### config.mk
export PLATFORM = sky130hd
export DESIGN_NAME = rsd_top
export DESIGN_NICKNAME = d
export VERILOG_FILES = /design/src/rtl/rsd_sync2.v /design/src/rtl/rsd_disp_hold.v /design/src/rtl/rsd_top.v
export VERILOG_INCLUDE_DIRS = /design/src /design/src/rtl
export SDC_FILE = /design/constraint.sdc
export NUM_CORES = 1
export LEC_CHECK = 0
export BUFFER_PORTS_ARGS = -buffer_cell sky130_fd_sc_hd__buf_2
export CAP_MARGIN = 20
export CORE_MARGIN = 5
export CORE_UTILIZATION = 46
export CTS_BUF_LIST = sky130_fd_sc_hd__clkbuf_4 sky130_fd_sc_hd__clkbuf_8
export DETAILED_ROUTE_END_ITERATION = 8
export PLACE_DENSITY_LB_ADDON = 0.25
export SLEW_MARGIN = 10
export SYNTH_ARGS = -nofsm -noshare
export SYNTH_HDL_FRONTEND = slang
export SYNTH_SLANG_ARGS = --single-unit
### constraint.sdc
create_clock -name i_clk -period 2.94 [get_ports i_clk]
set_input_delay 0.294 -clock i_clk [delete_from_list [all_inputs] [get_ports i_clk]]
set_output_delay 0.294 -clock i_clk [all_outputs]
set_load 0.05 [all_outputs]
### src/rtl/rsd_defs.vh
`ifndef RSD_DEFS_VH
`define RSD_DEFS_VH
// APB register byte offsets
`define RSD_CTRL_OFF 12'h000
`define RSD_SWITCH_OFF 12'h004
`define RSD_TGT_IN_OFF 12'h008
`define RSD_PAT_IN_OFF 12'h00c
`define RSD_STATUS_OFF 12'h010
`define RSD_DISP_OFF 12'h014
`define RSD_PRINT_OFF 12'h018
// Control register fields
`define RSD_CTRL_MOVING 0
`define RSD_CTRL_OPP_CLASS 1
`define RSD_CTRL_MOV_CLASS 2
// Switch event register bits (write one to press)
`define RSD_SW_LOCK 0
`define RSD_SW_STANDBY 1
`define RSD_SW_TEST 2
`define RSD_SW_ON 3
`define RSD_SW_OFF 4
`define RSD_SW_MODE 5
`define RSD_SW_PRINT 6
`define RSD_SW_TEST_END 7
// Speed input fields
`define RSD_SPD_W 8
`define RSD_IN_VALID 8
// Status fields
`define RSD_ST_LOCKED 0
`define RSD_ST_SELFTEST 1
`define RSD_ST_STANDBY 2
`define RSD_ST_TGT_BLANK 3
`define RSD_ST_PAT_BLANK 4
`define RSD_ST_REMOTE 5
// Speed limits in mph and control reset value
`define RSD_CLOSING_MAX 9'h0d2
`define RSD_PATROL_LIM 8'h37
`define RSD_CTRL_RST 3'h6
`endif

### src/rtl/rsd_sync2.v
`timescale 1ns/10ps
// Two-flop synchroniser for a pin level
module rsd_sync2 (
  input wire i_clk,
  input wire i_srst,
  input wire i_d,
  output wire o_q
);
  reg s1_reg;
  reg s2_reg;

  // Only the second stage is read outside
  always @(posedge i_clk) begin
    if (i_srst) begin
      s1_reg <= 1'b0;
      s2_reg <= 1'b0;
    end else begin
      s1_reg <= i_d;
      s2_reg <= s1_reg;
    end
  end
  assign o_q = s2_reg;
endmodule // rsd_sync2

### src/rtl/rsd_disp_hold.v
`timescale 1ns/10ps
// One speed display channel: follow, lock, blank
module rsd_disp_hold (
  input wire i_clk,
  input wire i_srst,
  input wire i_clear,
  input wire i_lock,
  input wire i_unlock,
  input wire i_valid,
  input wire [7:0] i_speed,
  output reg [7:0] o_speed,
  output reg o_blank,
  output reg o_locked
);
  // Locked value never follows the input; unlocked value blanks on loss
  always @(posedge i_clk) begin
    if (i_srst || i_clear) begin
      o_speed <= 8'h00;
      o_blank <= 1'b1;
      o_locked <= 1'b0;
    end else if (i_unlock) begin
      o_locked <= 1'b0;
    end else if (o_locked) begin
      o_locked <= 1'b1;
    end else if (i_lock) begin
      o_locked <= ~o_blank;
    end else if (i_valid) begin
      o_speed <= i_speed;
      o_blank <= 1'b0;
    end else begin
      o_blank <= 1'b1;
      o_speed <= 8'h00;
    end
  end
endmodule // rsd_disp_hold

### src/rtl/rsd_top.v
`timescale 1ns/10ps
`include "rsd_defs.vh"
// Functional notes
// - Locking happens only when the operator presses the lock switch.
// - A locked reading keeps its value despite target change or loss.
// - Unlocked target display blanks once the target signal is lost.
// - Lock pressed on a blank display keeps it blank.
// - Lock, hold and blank apply to target and patrol each on its own; patrol locks only in moving mode.
// - Any switch but lock, print or test-end discards unlocked readings while neither channel is locked, either mode.
// - Only the on, off or mode switch discards a locked reading.
// - Self-check shows only check values and clears them when done.
// - Lock ignored during self-check; check values never held afterwards.
// - Target present on leaving off or standby is acquired and shown.
// - Moving mode shows 100 mph target with 55 mph patrol.
// - Opposing class suppresses target at closing 210 mph, patrol at most 55.
// - Patrol channel shows patrol speeds across the required range.
// - Patrol display tracks rising patrol speed cycle by cycle.
// - Patrol display tracks falling patrol speed cycle by cycle.
// - Remote display or printer mirrors lock and clear of main displays.
// - Remote display is cleared on reconnection.
// - Print with reading locked emits a record of the locked reading.
module rsd_top (
  input wire i_clk,
  input wire i_srst,
  input wire i_psel,
  input wire i_penable,
  input wire i_pwrite,
  input wire [11:0] i_paddr,
  input wire [31:0] i_pwdata,
  output reg [31:0] o_prdata,
  output reg o_pready,
  output reg o_pslverr,
  input wire i_remote_present,
  output reg [7:0] o_tgt_speed,
  output reg o_tgt_blank,
  output reg [7:0] o_pat_speed,
  output reg o_pat_blank,
  output reg o_locked,
  output reg [7:0] o_rem_tgt,
  output reg [7:0] o_rem_pat,
  output reg o_rem_blank,
  output reg o_print_stb,
  output reg [23:0] o_print_rec
);
  reg [2:0] ctrl_reg;
  reg [7:0] tgt_in_reg;
  reg tgt_vld_reg;
  reg [7:0] pat_in_reg;
  reg pat_vld_reg;
  reg standby_reg;
  reg selftest_reg;
  reg [7:0] sw_reg;
  reg rem_prev_reg;
  reg [7:0] test_val_reg;
  wire rem_sync;
  wire wr_en;
  wire rd_en;
  wire [7:0] sw;
  wire sw_other;
  wire clear_unlocked;
  wire clear_locked;
  wire lock_req;
  wire tgt_ok;
  wire pat_ok;
  wire [8:0] closing;
  wire t_lock_cmd;
  wire p_lock_cmd;
  wire [7:0] t_speed;
  wire [7:0] p_speed;
  wire t_blank;
  wire p_blank;
  wire t_locked;
  wire p_locked;
  wire any_locked;
  wire rem_connect;

  rsd_sync2 u_rem_sync (
    .i_clk(i_clk),
    .i_srst(i_srst),
    .i_d(i_remote_present),
    .o_q(rem_sync)
  );

  assign wr_en = i_psel & i_penable & i_pwrite;
  assign rd_en = i_psel & ~i_penable & ~i_pwrite;
  // Switch presses arrive as one-cycle write pulses
  assign sw = (wr_en && i_paddr == `RSD_SWITCH_OFF) ? i_pwdata[7:0] : 8'h00;
  assign sw_other = |(sw & ~(8'h01 << `RSD_SW_LOCK) & ~(8'h01 << `RSD_SW_TEST_END)
                      & ~(8'h01 << `RSD_SW_PRINT));
  assign any_locked = t_locked | p_locked;
  // Switches other than lock, print and test-end clear unlocked readings while no channel is locked
  assign clear_unlocked = sw_other & ~any_locked;
  // Standby and test keep a locked reading
  assign clear_locked = any_locked & |(sw & ((8'h01 << `RSD_SW_ON) | (8'h01 << `RSD_SW_OFF)
                        | (8'h01 << `RSD_SW_MODE)));
  // Lock only from the operator switch, never during self-check
  assign lock_req = sw[`RSD_SW_LOCK] & ~selftest_reg & ~standby_reg;
  assign t_lock_cmd = lock_req;
  assign p_lock_cmd = lock_req & ctrl_reg[`RSD_CTRL_MOVING];
  // Closing speed limit for opposing-traffic class
  assign closing = {1'b0, tgt_in_reg} + {1'b0, pat_in_reg};
  assign tgt_ok = tgt_vld_reg & ~standby_reg & ~selftest_reg
                  & ~(ctrl_reg[`RSD_CTRL_OPP_CLASS] & ctrl_reg[`RSD_CTRL_MOVING]
                  & (closing >= `RSD_CLOSING_MAX)
                  & (pat_in_reg <= `RSD_PATROL_LIM));
  assign pat_ok = pat_vld_reg & ctrl_reg[`RSD_CTRL_MOVING] & ~standby_reg
                  & ~selftest_reg;
  assign rem_connect = rem_sync & ~rem_prev_reg;

  // Separate channel instances keep target and patrol values apart
  rsd_disp_hold u_tgt (
    .i_clk(i_clk),
    .i_srst(i_srst),
    .i_clear(clear_unlocked | clear_locked),
    .i_lock(t_lock_cmd),
    .i_unlock(1'b0),
    .i_valid(tgt_ok),
    .i_speed(tgt_in_reg),
    .o_speed(t_speed),
    .o_blank(t_blank),
    .o_locked(t_locked)
  );

  rsd_disp_hold u_pat (
    .i_clk(i_clk),
    .i_srst(i_srst),
    .i_clear(clear_unlocked | clear_locked),
    .i_lock(p_lock_cmd),
    .i_unlock(1'b0),
    .i_valid(pat_ok),
    .i_speed(pat_in_reg),
    .o_speed(p_speed),
    .o_blank(p_blank),
    .o_locked(p_locked)
  );

  // Register writes and mode state
  always @(posedge i_clk) begin
    if (i_srst) begin
      ctrl_reg <= `RSD_CTRL_RST;
      tgt_in_reg <= 8'h00;
      tgt_vld_reg <= 1'b0;
      pat_in_reg <= 8'h00;
      pat_vld_reg <= 1'b0;
      standby_reg <= 1'b1;
      selftest_reg <= 1'b0;
      test_val_reg <= 8'h00;
      rem_prev_reg <= 1'b0;
    end else begin
      rem_prev_reg <= rem_sync;
      if (wr_en && i_paddr == `RSD_CTRL_OFF) begin
        ctrl_reg <= i_pwdata[2:0];
      end else if (wr_en && i_paddr == `RSD_TGT_IN_OFF) begin
        tgt_in_reg <= i_pwdata[7:0];
        tgt_vld_reg <= i_pwdata[`RSD_IN_VALID];
      end else if (wr_en && i_paddr == `RSD_PAT_IN_OFF) begin
        pat_in_reg <= i_pwdata[7:0];
        pat_vld_reg <= i_pwdata[`RSD_IN_VALID];
      end
      if (sw[`RSD_SW_STANDBY] || sw[`RSD_SW_OFF]) begin
        standby_reg <= 1'b1;
      end else if (sw[`RSD_SW_ON] || sw[`RSD_SW_MODE]) begin
        standby_reg <= 1'b0;
      end
      if (sw[`RSD_SW_TEST]) begin
        selftest_reg <= 1'b1;
        test_val_reg <= 8'h88;
      end else if (sw[`RSD_SW_TEST_END]) begin
        selftest_reg <= 1'b0;
        test_val_reg <= 8'h00;
      end
    end
  end

  // Display outputs: check values override readings during self-check
  always @(posedge i_clk) begin
    if (i_srst) begin
      o_tgt_speed <= 8'h00;
      o_tgt_blank <= 1'b1;
      o_pat_speed <= 8'h00;
      o_pat_blank <= 1'b1;
      o_locked <= 1'b0;
    end else if (selftest_reg) begin
      o_tgt_speed <= test_val_reg;
      o_tgt_blank <= 1'b0;
      o_pat_speed <= test_val_reg;
      o_pat_blank <= 1'b0;
      o_locked <= 1'b0;
    end else begin
      o_tgt_speed <= t_speed;
      o_tgt_blank <= t_blank;
      o_pat_speed <= p_speed;
      o_pat_blank <= p_blank;
      o_locked <= any_locked;
    end
  end

  // Remote display mirrors main, cleared on reconnect
  always @(posedge i_clk) begin
    if (i_srst) begin
      o_rem_tgt <= 8'h00;
      o_rem_pat <= 8'h00;
      o_rem_blank <= 1'b1;
    end else if (rem_connect || !rem_sync) begin
      o_rem_tgt <= 8'h00;
      o_rem_pat <= 8'h00;
      o_rem_blank <= 1'b1;
    end else begin
      o_rem_tgt <= o_tgt_speed;
      o_rem_pat <= o_pat_speed;
      o_rem_blank <= o_tgt_blank;
    end
  end

  // Print record of locked reading
  always @(posedge i_clk) begin
    if (i_srst) begin
      o_print_stb <= 1'b0;
      o_print_rec <= 24'h000000;
    end else if (sw[`RSD_SW_PRINT] && any_locked && !selftest_reg) begin
      o_print_stb <= 1'b1;
      o_print_rec <= {ctrl_reg[1:0], 6'h00, t_speed, p_speed};
    end else begin
      o_print_stb <= 1'b0;
    end
  end

  // APB slave: zero wait states, error on unmapped address
  always @(posedge i_clk) begin
    if (i_srst) begin
      o_prdata <= 32'h00000000;
      o_pready <= 1'b0;
      o_pslverr <= 1'b0;
    end else begin
      o_pready <= i_psel & ~i_penable;
      o_pslverr <= 1'b0;
      if (i_psel && !i_penable) begin
        if (i_paddr == `RSD_CTRL_OFF) begin
          o_prdata <= {29'h0, ctrl_reg};
        end else if (i_paddr == `RSD_SWITCH_OFF) begin
          o_prdata <= 32'h00000000;
        end else if (i_paddr == `RSD_TGT_IN_OFF) begin
          o_prdata <= {23'h0, tgt_vld_reg, tgt_in_reg};
        end else if (i_paddr == `RSD_PAT_IN_OFF) begin
          o_prdata <= {23'h0, pat_vld_reg, pat_in_reg};
        end else if (i_paddr == `RSD_STATUS_OFF) begin
          o_prdata <= {26'h0, rem_sync, p_blank, t_blank, standby_reg, selftest_reg,
                       any_locked};
        end else if (i_paddr == `RSD_DISP_OFF) begin
          o_prdata <= {16'h0, o_pat_speed, o_tgt_speed};
        end else if (i_paddr == `RSD_PRINT_OFF) begin
          o_prdata <= {8'h0, o_print_rec};
        end else begin
          o_prdata <= 32'h00000000;
          o_pslverr <= rd_en | i_pwrite;
        end
      end
    end
  end
endmodule // rsd_top

==> metrics.txt <==
Clock Skew approximately 0.010 ns; critical path arrival roughly 2.9 ns; vias in the first global route approximately 4300; Pwr Density approximately 550 mW/mm^2; post-route ant nets 0; post-synthesis average cell area 9.02 um^2; FFs w/ async S/R, synth 0%; maxcap violations 0; Synth-to-Final Area Change 20.6%; clock latency on the worst-skew pair about 0.45 ns; initial core utilization 46.8%; Setup CP Type reg -> reg; Rel. slew slack 35.6%; top post-synthesis cells by area dfxtp_1 (48%), mux2i_1 (6.3%), nand2_1 (4.1%); Worst Path Buf+Inv 1; Tcrit/Tclk final roughly 87%; Setup TNS 0 ns; final hold violations 0; Clk pin slew, worst setup/hold paths around 0.070 ns; Max VDD drop 299 uV; vias post-DR about 4600; die area 0.0132 mm^2; CP delay by family, top compound AO/OA/AOI/OAI gates; share of layout cells above drive strength 1 roughly a quarter; # IOs 145; layout net count around 730; post-route DRC violation count 0; Setup Fix Bufs, Post-CTS 0; actual slew at the worst max-slew pin about 0.97 ns; fmax ~0.4 GHz; Post-CTS Hold Fix Bufs 0; CP Capture Type flip-flop; routability cong. 0.872; initial antenna violation count 0; Synth cell types 54; commonest cells in the netlist dfxtp_1 (121), nand2_1 (56), nor2_1 (53); H-tree depth reported by CTS 4; Final HPWL DP about 11 mm; Hold WC Path Type in -> reg; RSZ-0062 raised after global routing false; most used flip-flop cell after synthesis dfxtp_1; Total Routing Usage GR about 22%; CTS tree done; core area around 0.011 mm^2; drt initial violations about 420; biggest registers after layout o_prdata x18, o_print_rec x18; leakage power between 2 and 3 nW; final wirelength 14.5 mm; final setup fails 0; Yosys top cell area share 47.8%; Crit Path Max Fanout 9; cells along the critical path ha_1 > inv_1 > fa_1 > nand2b_1 > a21oi_1 > o311ai_0 > a211o_1 > nand2_1 > nor3_1; Max Slew Vio Count 0; global-route wire length before repair about 23 mm; clock sink total ~120; Post-synth EDFFs 0; worst endpoint required time 3.26 ns; Placed Area ~0.0057 mm^2; total grt overflow 0; hold slack ~0.055 ns; outcome finished, final reports clean; largest net degree at the start of global routing 27; drt pass-1 iters 6; wire per inst approximately 18 um; #FFs+latches synth around 120; chip width 115 um; register area share after synthesis a little under half; total CTS buffers 17; leading area contributor after synthesis dfxtp_1; cell area after synthesis 0.00507 mm^2; chip height roughly 110 um; vias per inst approximately 5.5; fillcell total a little over 1000; Cells after Synth 562; ant diodes 0; Slowest-stage cell, CP dfxtp_1; FP Rows 38; design area between 0.006 and 0.007 mm^2; synth warn 0; count leader, synth dfxtp_1; root buffer cell clkbuf_8; Startpoint Class flip-flop; Max stage delay on crit path about 0.46 ns; number of port buffers a little over 100; CTS max path bufs 2; fin crit period 2.55 ns; CTS resizes 0
[worst paths after layout]
check                                       from  slack, ns  cells after the start                end
worst max-delay path               tgt_in_reg[0]       0.39                      9   u_tgt.o_speed[7]
worst min-delay path            i_remote_present       0.06                      2  u_rem_sync.s1_reg
worst min register to register       o_tgt_blank       0.44                      1        o_rem_blank
worst max register to register     tgt_in_reg[0]       0.39                      9   u_tgt.o_speed[7]
[kinds of logic (layout without fill, tap and decap cells)]
kind of cell	Yosys count	after routing	synth area share [%]
buf+inv	63	165	6.47
mux	33	33	6.54
simple gates	220	220	21.6
compound gates	113	113	14.8
xor+xnor	2	2	0.346
flops	121	121	47.8
fa+ha+maj	9	9	2.37
other cells	1	20	0.0740
[report_power, final]
group	internal, mW	switching, mW	leakage, nW
Sequential	1.64	0.00261	0.976
Combinational	0.0322	0.132	1.69
Clock	0.889	0.694	0.209
[metal layers]
metal / share of wire [%] / global-route usage, %
met3: 7.9 / 7.00
met4: 2.1 / 9.08
met2: 46 / 34.3
met5: 0 / 0
met1: 44 / 29.1
[area by class of cell]
class	count	area (um^2)	area share (%)
clock inverters	13	166	2.72
repair buffers	119	641	10.5
well taps	140	175	2.86
clock buffers	19	262	4.28
multi-input cells	397	2400	39.2
inverters	14	52.6	0.859
flip-flops and latches	121	2420	39.6
[metrics by stage]
stage               setup WS, ns  instances  power [mW]  utilization (%)
floorplan                  0.573        581        1.82                -
global placement           0.348        791        1.84             52.5
detailed placement         0.298        791        1.84             52.5
CTS                        0.415        823        3.42             56.4
global route               0.204        823        3.52             56.4
finish                     0.385        823        3.39             56.4
[cell usage in the layout, fill, tap and decap left out, drive strengths merged, types with 5 or more instances in the layout]
master  netlist  routed
dfxtp       121     121
buf          24     119
nand2        56      56
nor2         53      53
a21oi        40      40
mux2i        32      32
nand3        28      28
and3         22      22
conb          1      20
clkbuf       25      19
inv          14      17
nor3         16      16
o21ai        15      15
and2         14      14
nor2b        11      11
a222oi       10      10
ha            8       8
a22oi         7       7
nand2b        6       6
a211o         6       6
a21o          5       5
nor4          5       5
(Power assumes the default switching activity.)
